===== config.mk =====
export PLATFORM = sky130hd
export DESIGN_NAME = tcm_enable_ctrl
export DESIGN_NICKNAME = d
export VERILOG_FILES = /design/src/tcm_pkg.sv /design/src/tcm_ram_if.sv /design/src/tcm_ram_stage.sv /design/src/tcm_enable_ctrl.sv
export SDC_FILE = /design/constraint.sdc
export NUM_CORES = 1
export LEC_CHECK = 0
export BUFFER_PORTS_ARGS = -buffer_cell sky130_fd_sc_hd__buf_2
export CAP_MARGIN = 10
export CORE_AREA = 2 2 157 159
export DETAILED_ROUTE_END_ITERATION = 8
export DIE_AREA = 0 0 159 161
export PLACE_DENSITY = 0.58
export SLEW_MARGIN = 10
export SYNTH_ARGS = -nofsm -noshare
export SYNTH_HDL_FRONTEND = slang
export SYNTH_SLANG_ARGS = --single-unit
export TNS_END_PERCENT = 1

===== constraint.sdc =====
create_clock -name aclk -period 2.71 [get_ports aclk]
set_input_delay 0.4065 -clock aclk [delete_from_list [all_inputs] [get_ports aclk]]
set_output_delay 0.4065 -clock aclk [all_outputs]
set_load 0.1 [all_outputs]

===== src/tcm_pkg.sv =====
/*
 * constants and types shared by the tightly-coupled memory enable block
 * and its ram interface stage.
 * assumes a 32-bit core address space with 64 MB regions at the bottom.
 */
package tcm_pkg;

   // ----------------------------------------------------------------
   // register map, byte addresses on the axi4-lite slave
   // ----------------------------------------------------------------
   localparam logic [7:0]  TCM_CTRL_OFF     = 8'h00;
   localparam logic [7:0]  TCM_STATUS_OFF   = 8'h04;
   localparam int          TCM_IRAM_EN_BIT  = 12;
   localparam int          TCM_DRAM_EN_BIT  = 2;
   localparam logic [31:0] TCM_CTRL_RST     = 32'h0000_0000;
   localparam logic [1:0]  TCM_RESP_OKAY    = 2'h0;
   localparam logic [1:0]  TCM_RESP_SLVERR  = 2'h2;

   // ----------------------------------------------------------------
   // memory map and boot vectors
   // ----------------------------------------------------------------
   localparam int          TCM_REGION_LSB   = 26;
   localparam logic [5:0]  TCM_REGION_I     = 6'h00;
   localparam logic [5:0]  TCM_REGION_D     = 6'h01;
   localparam logic [31:0] TCM_BOOT_LO      = 32'h0000_0000;
   localparam logic [31:0] TCM_BOOT_HI      = 32'hffff_0000;

   // ----------------------------------------------------------------
   // ram geometry: 32 KB per memory, word index and segment split
   // ----------------------------------------------------------------
   localparam int          TCM_IDX_W        = 13;
   localparam int          TCM_SEG_IDX_W    = 11;
   localparam int          TCM_SEG_LSB      = 11;
   localparam int          TCM_NSEG         = 4;
   localparam int          TCM_NLANE        = 4;

   // wrapper organisations of the compiled sram
   typedef enum logic [1:0] {
      TCM_ORG_SINGLE = 2'h0,
      TCM_ORG_WORD4  = 2'h1,
      TCM_ORG_BYTE4  = 2'h3
   } tcm_org_e;

   // whole design state of the top module; in_reset_q for the checks is kept apart
   typedef struct packed {
      logic [31:0] ctrl;
      logic        strap;
      logic        aw_got;
      logic [7:0]  aw_addr;
      logic        w_got;
      logic [31:0] wdata;
      logic [3:0]  wstrb;
      logic        bvalid;
      logic [1:0]  bresp;
      logic        rvalid;
      logic [31:0] rdata;
      logic [1:0]  rresp;
      logic        i_ret;
      logic        d_ret_i;
      logic        d_ret_d;
      logic [15:0] bus_count;
   } tcm_state_s;

endpackage


===== src/tcm_ram_if.sv =====
/*
 * request bundle from the fixed ram control to a memory interface stage.
 * assumes both ends run on the same clock.
 */
`timescale 1ns/100ps
interface tcm_ram_if;
   logic        req;
   logic        write;
   logic [3:0]  byte_en;
   logic [12:0] word_index;

   modport ctl (output req, output write, output byte_en, output word_index);
   modport ifs (input req, input write, input byte_en, input word_index);
endinterface


===== src/tcm_ram_stage.sv =====
/*
 * memory-specific interface stage: turns one ram request into selects,
 * write strobe and byte-lane writes for the chosen sram organisation.
 * assumes synchronous srams that sample all inputs on the rising clock.
 */
`timescale 1ns/100ps
module tcm_ram_stage
   import tcm_pkg::*;
#(
   parameter tcm_org_e ORG = TCM_ORG_SINGLE
) (
   // clock and reset, used by checks only
   input  wire logic        aclk,
   input  wire logic        aresetn,
   // request from the ram control
   tcm_ram_if.ifs           rq,
   // pins of the wrapped sram
   output logic [15:0]      ram_select,
   output logic             ram_write_strobe,
   output logic [3:0]       byte_lane_write,
   output logic [12:0]      ram_word_index
);

   logic [1:0] seg;

   // address and strobes; word and byte segments see only the low 11 index bits, a single segment sees all 13
   always_comb begin
      seg              = rq.word_index[TCM_SEG_LSB +: 2];
      ram_write_strobe = rq.req & rq.write;
      byte_lane_write  = (rq.req & rq.write) ? rq.byte_en : 4'h0;
      if (ORG == TCM_ORG_SINGLE) begin
         ram_word_index = rq.word_index;
      end else begin
         ram_word_index = {2'h0, rq.word_index[TCM_SEG_IDX_W-1:0]};
      end
   end

   // one select per segment and lane; only synchronous srams are driven,
   // so a select per segment suffices and no per-segment strobes exist
   // select generation
   // synchronous only
   for (genvar s = 0; s < TCM_NSEG; s++) begin : g_seg
      for (genvar b = 0; b < TCM_NLANE; b++) begin : g_lane
         if (ORG == TCM_ORG_SINGLE) begin : g_one
            // one select used
            assign ram_select[s*4+b] = (s == 0 && b == 0) ? rq.req : 1'b0;
         end else if (ORG == TCM_ORG_WORD4) begin : g_word
            // segment decode bits
            assign ram_select[s*4+b] = (b == 0) ? (rq.req & (seg == 2'(s))) : 1'b0;
         end else begin : g_byte
            // split by lanes
            assign ram_select[s*4+b] = rq.req & (seg == 2'(s)) & (~rq.write | rq.byte_en[b]);
         end
      end
   end
endmodule


===== src/tcm_enable_ctrl.sv =====
/*
 * tightly-coupled memory enable and routing block with ram wrappers.
 * holds the memory enables, routes core fetches and data accesses to the
 * instruction ram, data ram or system bus, and drives both wrapped srams.
 * assumes the core issues at most one fetch and one data access a cycle,
 * that stalls are produced elsewhere, and that sram write data is taken
 * straight from the core.
 */
`timescale 1ns/100ps

// Operation
// strap low: both memories leave reset disabled
// strap high: both enabled, contents kept
// cold boot with strap: system selects high vector
// high vector low boots from address zero
// enable bit 12 enables instruction ram
// clearing bit 12 routes to bus
// software changes enables by read-modify-write
// disabling never alters stored contents
// enable bit 2 enables data ram
// clearing bit 2 routes to bus
// instruction range routing follows own enable
// software loads code before enabling fetch
// memory sizes set independently, 64 MB max; code fixes both at 32 KB
// single segment: one select, 13-bit index
// four word segments decoded by bits 12:11
// byte segments: lane writes split selects
// per-memory stage makes select, strobe, lanes
// only synchronous ram supported
// bottom 64 MB instruction, next data, aliased
// read data returns one cycle later
// fetches to data range go to bus
// strap sampled in reset, loaded at release
module tcm_enable_ctrl
   import tcm_pkg::*;
#(
   parameter tcm_org_e I_ORG = TCM_ORG_SINGLE,
   parameter tcm_org_e D_ORG = TCM_ORG_SINGLE
) (
   // clock and reset
   input  wire logic        aclk,
   input  wire logic        aresetn,
   // boot straps
   input  wire logic        ram_enable_strap,
   input  wire logic        high_vector_select,
   output logic [31:0]      reset_vector,
   // axi4-lite write address and data
   input  wire logic [7:0]  s_axi_awaddr,
   input  wire logic        s_axi_awvalid,
   output logic             s_axi_awready,
   input  wire logic [31:0] s_axi_wdata,
   input  wire logic [3:0]  s_axi_wstrb,
   input  wire logic        s_axi_wvalid,
   output logic             s_axi_wready,
   // axi4-lite write response
   output logic [1:0]       s_axi_bresp,
   output logic             s_axi_bvalid,
   input  wire logic        s_axi_bready,
   // axi4-lite read
   input  wire logic [7:0]  s_axi_araddr,
   input  wire logic        s_axi_arvalid,
   output logic             s_axi_arready,
   output logic [31:0]      s_axi_rdata,
   output logic [1:0]       s_axi_rresp,
   output logic             s_axi_rvalid,
   input  wire logic        s_axi_rready,
   // core instruction fetch
   input  wire logic        ifetch_req,
   input  wire logic [31:0] ifetch_addr,
   output logic             ifetch_to_iram,
   output logic             ifetch_to_bus,
   output logic             ifetch_hold,
   output logic             ifetch_rvalid,
   output logic [31:0]      ifetch_rdata,
   // core data access
   input  wire logic        data_req,
   input  wire logic [31:0] data_addr,
   input  wire logic        data_write,
   input  wire logic [3:0]  data_byte_en,
   output logic             data_to_iram,
   output logic             data_to_dram,
   output logic             data_to_bus,
   output logic             data_rvalid,
   output logic [31:0]      data_rdata,
   // instruction sram pins
   output logic [15:0]      iram_select,
   output logic             iram_write_strobe,
   output logic [3:0]       iram_byte_lane_write,
   output logic [12:0]      iram_word_index,
   input  wire logic [31:0] iram_rdata,
   // data sram pins
   output logic [15:0]      dram_select,
   output logic             dram_write_strobe,
   output logic [3:0]       dram_byte_lane_write,
   output logic [12:0]      dram_word_index,
   input  wire logic [31:0] dram_rdata
);

   tcm_state_s st;
   tcm_state_s next_st;
   logic       i_en;
   logic       d_en;
   logic       fetch_in_i;
   logic       fetch_in_d;
   logic       data_in_i;
   logic       data_in_d;
   logic       want_iram;
   logic       do_write;
   logic       do_read;
   logic [31:0] wmask;

   tcm_ram_if iram_rq ();
   tcm_ram_if dram_rq ();

   // ----------------------------------------------------------------
   // address decode and routing
   // ----------------------------------------------------------------
   // only the region field is decoded, so a small memory aliases over
   // its whole 64 MB region; the word index just drops upper bits
   // region decode
   // one index width, TCM_IDX_W, shared by both memories
   always_comb begin
      i_en       = st.ctrl[TCM_IRAM_EN_BIT];
      d_en       = st.ctrl[TCM_DRAM_EN_BIT];
      fetch_in_i = ifetch_addr[31:TCM_REGION_LSB] == TCM_REGION_I;
      fetch_in_d = ifetch_addr[31:TCM_REGION_LSB] == TCM_REGION_D;
      data_in_i  = data_addr[31:TCM_REGION_LSB] == TCM_REGION_I;
      data_in_d  = data_addr[31:TCM_REGION_LSB] == TCM_REGION_D;
   end

   // enabled instruction ram
   // disabled goes to bus
   // own enable only
   assign data_to_iram = data_req & data_in_i & i_en;
   // enabled data ram
   // disabled goes to bus
   assign data_to_dram = data_req & data_in_d & d_en;
   assign data_to_bus  = data_req & ~data_to_iram & ~data_to_dram;

   // the instruction ram has one port; a data access wins and the fetch is
   // held for a cycle rather than dropped
   assign want_iram      = ifetch_req & fetch_in_i & i_en;
   assign ifetch_to_iram = want_iram & ~data_to_iram;
   assign ifetch_hold    = want_iram & data_to_iram;
   // fetches never use data ram
   assign ifetch_to_bus  = ifetch_req & ~(fetch_in_i & i_en);

   // boot vector select
   assign reset_vector = high_vector_select ? TCM_BOOT_HI : TCM_BOOT_LO;

   // ----------------------------------------------------------------
   // requests to the two wrapped srams
   // ----------------------------------------------------------------
   // no ram access while disabled
   always_comb begin
      iram_rq.req        = ifetch_to_iram | data_to_iram;
      iram_rq.write      = data_to_iram & data_write;
      iram_rq.byte_en    = data_byte_en;
      iram_rq.word_index = data_to_iram ? data_addr[2 +: TCM_IDX_W] : ifetch_addr[2 +: TCM_IDX_W];
      dram_rq.req        = data_to_dram;
      dram_rq.write      = data_to_dram & data_write;
      dram_rq.byte_en    = data_byte_en;
      dram_rq.word_index = data_addr[2 +: TCM_IDX_W];
   end

   // one stage per memory
   tcm_ram_stage #(.ORG(I_ORG)) u_istage (
      .aclk             (aclk),
      .aresetn          (aresetn),
      .rq               (iram_rq.ifs),
      .ram_select       (iram_select),
      .ram_write_strobe (iram_write_strobe),
      .byte_lane_write  (iram_byte_lane_write),
      .ram_word_index   (iram_word_index)
   );

   tcm_ram_stage #(.ORG(D_ORG)) u_dstage (
      .aclk             (aclk),
      .aresetn          (aresetn),
      .rq               (dram_rq.ifs),
      .ram_select       (dram_select),
      .ram_write_strobe (dram_write_strobe),
      .byte_lane_write  (dram_byte_lane_write),
      .ram_word_index   (dram_word_index)
   );

   // ----------------------------------------------------------------
   // read return, one cycle after the sram access
   // ----------------------------------------------------------------
   // single-cycle read
   assign ifetch_rvalid = st.i_ret;
   assign ifetch_rdata  = iram_rdata;
   assign data_rvalid   = st.d_ret_i | st.d_ret_d;
   assign data_rdata    = st.d_ret_i ? iram_rdata : dram_rdata;

   // ----------------------------------------------------------------
   // axi4-lite slave
   // ----------------------------------------------------------------
   assign s_axi_awready = ~st.aw_got & ~st.bvalid;
   assign s_axi_wready  = ~st.w_got & ~st.bvalid;
   assign s_axi_bvalid  = st.bvalid;
   assign s_axi_bresp   = st.bresp;
   assign s_axi_arready = ~st.rvalid;
   assign s_axi_rvalid  = st.rvalid;
   assign s_axi_rdata   = st.rdata;
   assign s_axi_rresp   = st.rresp;

   assign do_write = st.aw_got & st.w_got & ~st.bvalid;
   assign do_read  = s_axi_arvalid & ~st.rvalid;

   // next state; reset is synchronous and also samples the strap, so the
   // enables come out of reset with the last value seen during it
   always_comb begin
      next_st = st;
      wmask   = {{8{st.wstrb[3]}}, {8{st.wstrb[2]}}, {8{st.wstrb[1]}}, {8{st.wstrb[0]}}};
      // address and data in either order
      if (s_axi_awvalid && s_axi_awready) begin
         next_st.aw_got  = 1'b1;
         next_st.aw_addr = s_axi_awaddr;
      end
      if (s_axi_wvalid && s_axi_wready) begin
         next_st.w_got = 1'b1;
         next_st.wdata = s_axi_wdata;
         next_st.wstrb = s_axi_wstrb;
      end
      if (do_write) begin
         next_st.aw_got = 1'b0;
         next_st.w_got  = 1'b0;
         next_st.bvalid = 1'b1;
         // byte strobes keep other bits
         if (st.aw_addr == TCM_CTRL_OFF) begin
            next_st.ctrl  = (st.ctrl & ~wmask) | (st.wdata & wmask);
            next_st.bresp = TCM_RESP_OKAY;
         end else if (st.aw_addr == TCM_STATUS_OFF) begin
            next_st.bresp = TCM_RESP_OKAY;
         end else begin
            next_st.bresp = TCM_RESP_SLVERR;
         end
      end else if (st.bvalid && s_axi_bready) begin
         next_st.bvalid = 1'b0;
      end
      // reads answer in the cycle after the address is taken
      if (do_read) begin
         next_st.rvalid = 1'b1;
         if (s_axi_araddr == TCM_CTRL_OFF) begin
            next_st.rdata = st.ctrl;
            next_st.rresp = TCM_RESP_OKAY;
         end else if (s_axi_araddr == TCM_STATUS_OFF) begin
            next_st.rdata = {st.bus_count, 13'h0, d_en, i_en, st.strap};
            next_st.rresp = TCM_RESP_OKAY;
         end else begin
            next_st.rdata = 32'h0000_0000;
            next_st.rresp = TCM_RESP_SLVERR;
         end
      end else if (st.rvalid && s_axi_rready) begin
         next_st.rvalid = 1'b0;
      end
      // read-return markers and bus traffic count for status
      next_st.i_ret   = ifetch_to_iram;
      next_st.d_ret_i = data_to_iram & ~data_write;
      next_st.d_ret_d = data_to_dram & ~data_write;
      if (ifetch_to_bus || data_to_bus) begin
         next_st.bus_count = st.bus_count + 16'h0001;
      end
      // strap sampled during reset
      // strap low disables both
      // strap high enables both
      if (!aresetn) begin
         next_st                       = '0;
         next_st.ctrl                  = TCM_CTRL_RST;
         next_st.ctrl[TCM_IRAM_EN_BIT] = ram_enable_strap;
         next_st.ctrl[TCM_DRAM_EN_BIT] = ram_enable_strap;
         next_st.strap                 = ram_enable_strap;
      end
   end

   // state register; sram contents live outside and are never touched here
   always_ff @(posedge aclk) begin
      st <= next_st;
   end

   // ----------------------------------------------------------------
   // checks
   // ----------------------------------------------------------------
   logic in_reset_q;
   always_ff @(posedge aclk) begin
      in_reset_q <= ~aresetn;
   end
endmodule


# --- Yosys cells after proc, flatten, opt, wreduce, memory -nomap -nowiden ---
# Index checks and enable logic that the tools add are counted.
op_classes:
  add_sub_neg: 1
  eq_ne: 5
  muxes: 23
  bitwise: 38
  reduce_logical: 14
op_table:
  columns: ["operator", "n"]
  rows:
  - ["two-way mux 117 bit", 1]
  - ["two-way mux 34 bit", 3]
  - ["AND 32 bit", 2]
  - ["two-way mux 32 bit", 2]
  - ["two-way mux 13 bit", 3]
  - ["two-way mux 37 bit", 1]
  - ["NOT 32 bit", 1]
  - ["OR 32 bit", 1]
  - ["AND 1 bit", 23]
  - ["adder 16 x 1 -> 16 bit, second input constant", 1]
  - ["== test 8 x 3 -> 1 bit, second input constant", 2]
  - ["logical NOT 8 bit", 2]
  - ["two-way mux 16 bit", 1]
  - ["logical NOT 6 bit", 2]
  - ["two-way mux 9 bit", 1]
  - ["NOT 1 bit", 9]
  - ["two-way mux 4 bit", 2]
  - ["== test 6 x 1 -> 1 bit, second input constant", 1]
  - ["two-way mux 1 bit", 6]
  - ["two-way mux 2 bit", 3]
  - ["logical AND 1 bit", 4]
  - ["!= test 2 x 1 -> 1 bit, second input constant", 2]
  - ["AND reduction 2 bit", 2]
  - ["nonzero test 2 bit", 2]
  - ["other kinds (3)", 4]
word_totals:
  reg_bits: 136
  inputBits: 196
  out_inout_bits: 213
  word_cells: 98

# --- Depth between registers and ports, before layout ---
depth:
  depth_word: 9
  depth_mapped: 8
  depth_no_buf: 6

# --- Hierarchy ---
# A second synthesis with hierarchy kept.
hier_totals:
  cells_unflattened: 865
  hier_area_um2: 6999.2
modules_own_cells:
  columns: ["module", "instances", "cells_per_inst", "area_each_um2", "seq_area_each_um2"]
  rows:
  - ["tcm_enable_ctrl", 1, 795, 6491.2, 2712.6]
  - ["tcm_ram_stage", 2, 35, 254.0, 0.0]

# --- Least setup slack after synthesis ---
# OpenSTA, ideal clock, no wires.
synth_timing:
  kind: "input -> output"
  from: "in data_addr[29]"
  to: "out dram_byte_lane_write[0]"
  t_arrival_ns: 3.692
  required_ns: 2.304
  setup_slack_ns: -1.388
  cell_stages: 4
  n_path_buf: 0
  cell_sequence: "or4_4 -> or3b_1 -> nor2_1 -> and3_1"
synth_between:
  elab_chain_cells: 6
synth_rtl:
  columns: ["item", "line", "rtl"]
  rows:
  - ["from (decl)", "tcm_enable_ctrl.sv:77", "input wire logic [31:0] data_addr,"]
  - ["== test 6 x 1 -> 1 bit *", "tcm_enable_ctrl.sv:128", "data_in_d = data_addr[31:TCM_REGION_LSB] == TCM_REGION_D;"]
  - ["AND 1 bit * (2 in series)", "tcm_enable_ctrl.sv:137", "assign data_to_dram = data_req & data_in_d & d_en;"]
  - ["via data_to_dram", "tcm_enable_ctrl.sv:81", "output logic data_to_dram,"]
  - ["AND 1 bit", "tcm_enable_ctrl.sv:161", "dram_rq.write = data_to_dram & data_write;"]
  - ["AND 1 bit *", "tcm_ram_stage.sv:30", "byte_lane_write = (rq.req & rq.write) ? rq.byte_en : 4'h0;"]
  - ["two-way mux 4 bit *", "tcm_ram_stage.sv:30", null]
  - ["to (decl)", "tcm_enable_ctrl.sv:94", "output logic [3:0] dram_byte_lane_write,"]
# The timed path passes the listed nets; every way through them passes the cells marked *.

# --- Worst setup path after layout ---
layout_timing:
  from: "in data_addr[29]"
  to: "out iram_word_index[0]"
layout_between:
  elab_chain_cells: 4
layout_rtl:
  columns: ["item", "line", "rtl"]
  rows:
  - ["logical NOT 6 bit", "tcm_enable_ctrl.sv:127", "data_in_i = data_addr[31:TCM_REGION_LSB] == TCM_REGION_I;"]
  - ["AND 1 bit (2 in series)", "tcm_enable_ctrl.sv:134", "assign data_to_iram = data_req & data_in_i & i_en;"]
  - ["two-way mux 13 bit", "tcm_enable_ctrl.sv:159", "iram_rq.word_index = data_to_iram ? data_addr[2 +: TCM_IDX_W] : ifetch_addr[2 +: TCM_IDX_W];"]
  - ["to (decl)", "tcm_enable_ctrl.sv:89", "output logic [12:0] iram_word_index,"]
# No other way between the ends.

==> results.py <==
metrics = {
    "synthesis": {
        "synth_edf_count": 3,
        "ys_seq_area_frac": 0.394,
        "ys_types": 42,
        "postSynthAreaPerCell_um2": 8.12,
        "synth_cells": 848,
        "ys_seq_elements": 134,
        "netlist_area_um2": 6880,
        "ys.flop_type": "dfxtp_1",
        "async_flop_share": 0,
        "synth_warnings": 0,
    },
    "timing": {
        "grt_setup_unrepaired": "true",
        "relSlewSlack": 0.500,
        "hold_viol_final": 0,
        "finalSetupViolCount": 22,
        "worstMarginPinSlew_ps": 750,
        "tns_ps": -1940,
        "period_share": 1.04,
        "fmax_ghz": 0.355,
        "fin_crit_ps": 2820,
        "clock_skew_ps": 9.59,
        "drv_slew": 0,
        "worst_slack_ps": -111,
    },
    "clock_network": {
        "cts_root_buf": "clkbuf_16",
        "post-cts-setup-buffer-count": 0,
        "cts_tree": "done",
        "path_clk_slew_ps": 60,
        "ctsHoldBuffers": 0,
        "cts_buffer_depth": 2,
        "insertion_delay_ps": 420,
        "clock_sinks": 134,
        "htreeDepth": 4,
        "numCtsBuffers": 17,
    },
    "worst_setup_path": {
        "endpoint_kind": "output pin",
        "crit_chain": "buf_6, or4_4, or3b_4, or3b_4, buf_12, nand2_1, nand2_2, buf_12",
        "path_class": "in -> out",
        "worst-path-buf-inv": 3,
        "rrSetupSlack_ps": 700,
        "crit_slowest_cell": "or4_4",
        "start_kind": "input pin",
        "rr_startpoint": "st[97]",
        "arrival_ps": 2410,
        "cp_slowest_stage_delay_ps": 530,
        "crit_family": "simple AND/OR/NAND/NOR gates",
        "critPathRequiredTime_ps": 2300,
        "worstRegToRegCells": 6,
        "crit_path_max_fanout": 16,
    },
    "global_route": {
        "grt_max_degree": 71,
        "grt_pass1_vias": 5632,
        "antenna_found_initial": 3,
        "grt_use_total": 0.164,
        "overflow": 0,
        "grt_pass1_wl_um": 32800,
    },
    "hold_path": {
        "min_to": "st[103]",
        "min_path_type": "in -> reg",
        "holdPathStages": 1,
        "worstHoldStart": "ram_enable_strap",
    },
    "cells_and_area": {
        "final-seq-area_um2": 2710,
        "fin_cells": 1397,
        "fin_nets": 1256,
        "fillers": 2527,
        "drive_gt1_frac": 0.430,
        "area_delta_synth_final_pct": 31.4,
        "multiInputGateArea_um2": 3120,
    },
    "place": {
        "place_inst": 1361,
        "io_buffer_count": 317,
        "dp_hpwl_um": 17200,
        "gp_congestion": 0.879,
    },
    "power": {
        "irDropWorstVdd_uv": 413,
        "power_density_nw_per_um2": 633,
        "p_leak_uw": 0.00401,
    },
    "die": {
        "die_area_um2": 25600,
        "placementRows": 57,
        "io-pin-count": 409,
        "fp.dieH_um": 161,
        "initial_core_util": 0.287,
        "die_w_um": 159,
        "core_area_um2": 24000,
    },
    "flow_run": {
        "drv_cap": 0,
    },
    "detailed_routing": {
        "drc": 0,
        "drt_wl_total_um": 21800,
        "first_iter_violations": 257,
        "drt-wirelength-per-cell_um": 15.6,
        "via_count": 6069,
        "viasPerCell": 4.34,
        "drtAntennaViolNets": 0,
        "drt-pass1-iter-count": 5,
    },
    "status": {
        "status": "finished, violations left",
        "violations": "negative setup slack",
    },
}
[area by class of cell]
class | count | share of cell area
clock buffers | 17 | 0.0470
diodes | 1 | 0.000277
multi-input cells | 559 | 0.344
flip-flops and latches | 134 | 0.300
well taps | 324 | 0.0448
clock inverters | 15 | 0.0156
inverters | 10 | 0.00498
repair inverters | 3 | 0.00208
repair buffers | 334 | 0.241
[cell usage after synthesis (2+ instances only)]
cell        n  area, um2
nor4_1      4       25.0
and2_1      6       37.5
nand4_1     3       18.8
a21oi_1    85        425
o21ai_0     4       20.0
a211oi_1    6       45.0
buf_2       4       20.0
nor2b_1     2       12.5
buf_4     145       1090
dfxtp_1   131       2620
nand2_1   202        758
mux2_2     50        563
edfxtp_1    3       90.1
nor2_1     54        203
nand3_1     7       35.0
clkbuf_1   39        146
a22oi_1    32        240
or3b_1      2       17.5
a21boi_1    2       15.0
inv_1       8       30.0
and2_0      2       12.5
xnor2_1    15        131
or2_2       2       12.5
nand2b_1    4       25.0
buf_6       4       45.0
mux2i_1     3       30.0
nor3_1      4       20.0
and3_1     11       68.8
[repair_timing]
action | 4_1_cts | 5_1_grt
gates resized for setup | 19 | 7
endpoints found under the setup margin | 22 | 22
pin swaps | 5 | 0
cloned | 3 | 0
[per-stage QoR]
step	instance area (um2)	worst slack (ps)	utilization	total power (uW)	hold slack, ps
after floorplan	7110	-465	-	3440	429
final	9040	-111	0.377	5730	199
after detailed placement	8380	-194	0.350	3570	442
after CTS	9020	-105	0.377	5800	178
after global placement	8380	-175	0.350	3570	439
after global routing	9040	-148	0.377	5950	185
[worst max-delay path by stage]
stage | startpoint | to | slack (ps) | cells after the start
after floorplan | data_addr[29] | dram_write_strobe | -460 | 4
after global placement | data_addr[29] | iram_byte_lane_write[3] | -170 | 7
after detailed placement | data_addr[29] | iram_byte_lane_write[3] | -190 | 7
after CTS | data_addr[29] | iram_word_index[5] | -100 | 8
after global routing | data_addr[29] | iram_word_index[8] | -150 | 8
final | data_addr[29] | iram_word_index[0] | -110 | 8
[cell families (layout without fill, tap and decap cells)]
| logic type | after synthesis | after routing | share of synthesized area |
|---|---|---|---|
| buf+inv | 202 | 379 | 0.195 |
| flops | 134 | 134 | 0.394 |
| compound gates | 132 | 132 | 0.113 |
| xor+xnor | 15 | 15 | 0.0191 |
| other cells | 1 | 49 | 0.000545 |
| simple gates | 310 | 310 | 0.191 |
| mux | 53 | 53 | 0.0862 |
| fa+ha+maj | 1 | 1 | 0.00182 |
[layout by cell type, fill, tap and decap left out, types with 14 or more instances in the layout]
cell type	count
buf_4	14
nand2_2	18
conb_1	48
xnor2_1	15
clkbuf_16	17
nor2_1	51
a21oi_1	85
mux2_2	50
nand2_1	184
buf_12	30
dfxtp_1	130
a22oi_1	32
buf_2	287
[power breakdown]
group / internal (uW) / switching, uW / total, uW
clock network: 1280 / 922 / 2200
registers: 2040 / 39.6 / 2080
logic: 276 / 1170 / 1450
[metal layers]
layer / vias up / wire, um / track usage
met5: - / 13 / 0
met4: 2 / 248 / 0.0413
met3: 19 / 1460 / 0.0462
met2: 224 / 10700 / 0.277
met1: 2785 / 9410 / 0.208
li1: 3039 / - / -
(Power assumes the default switching activity.)
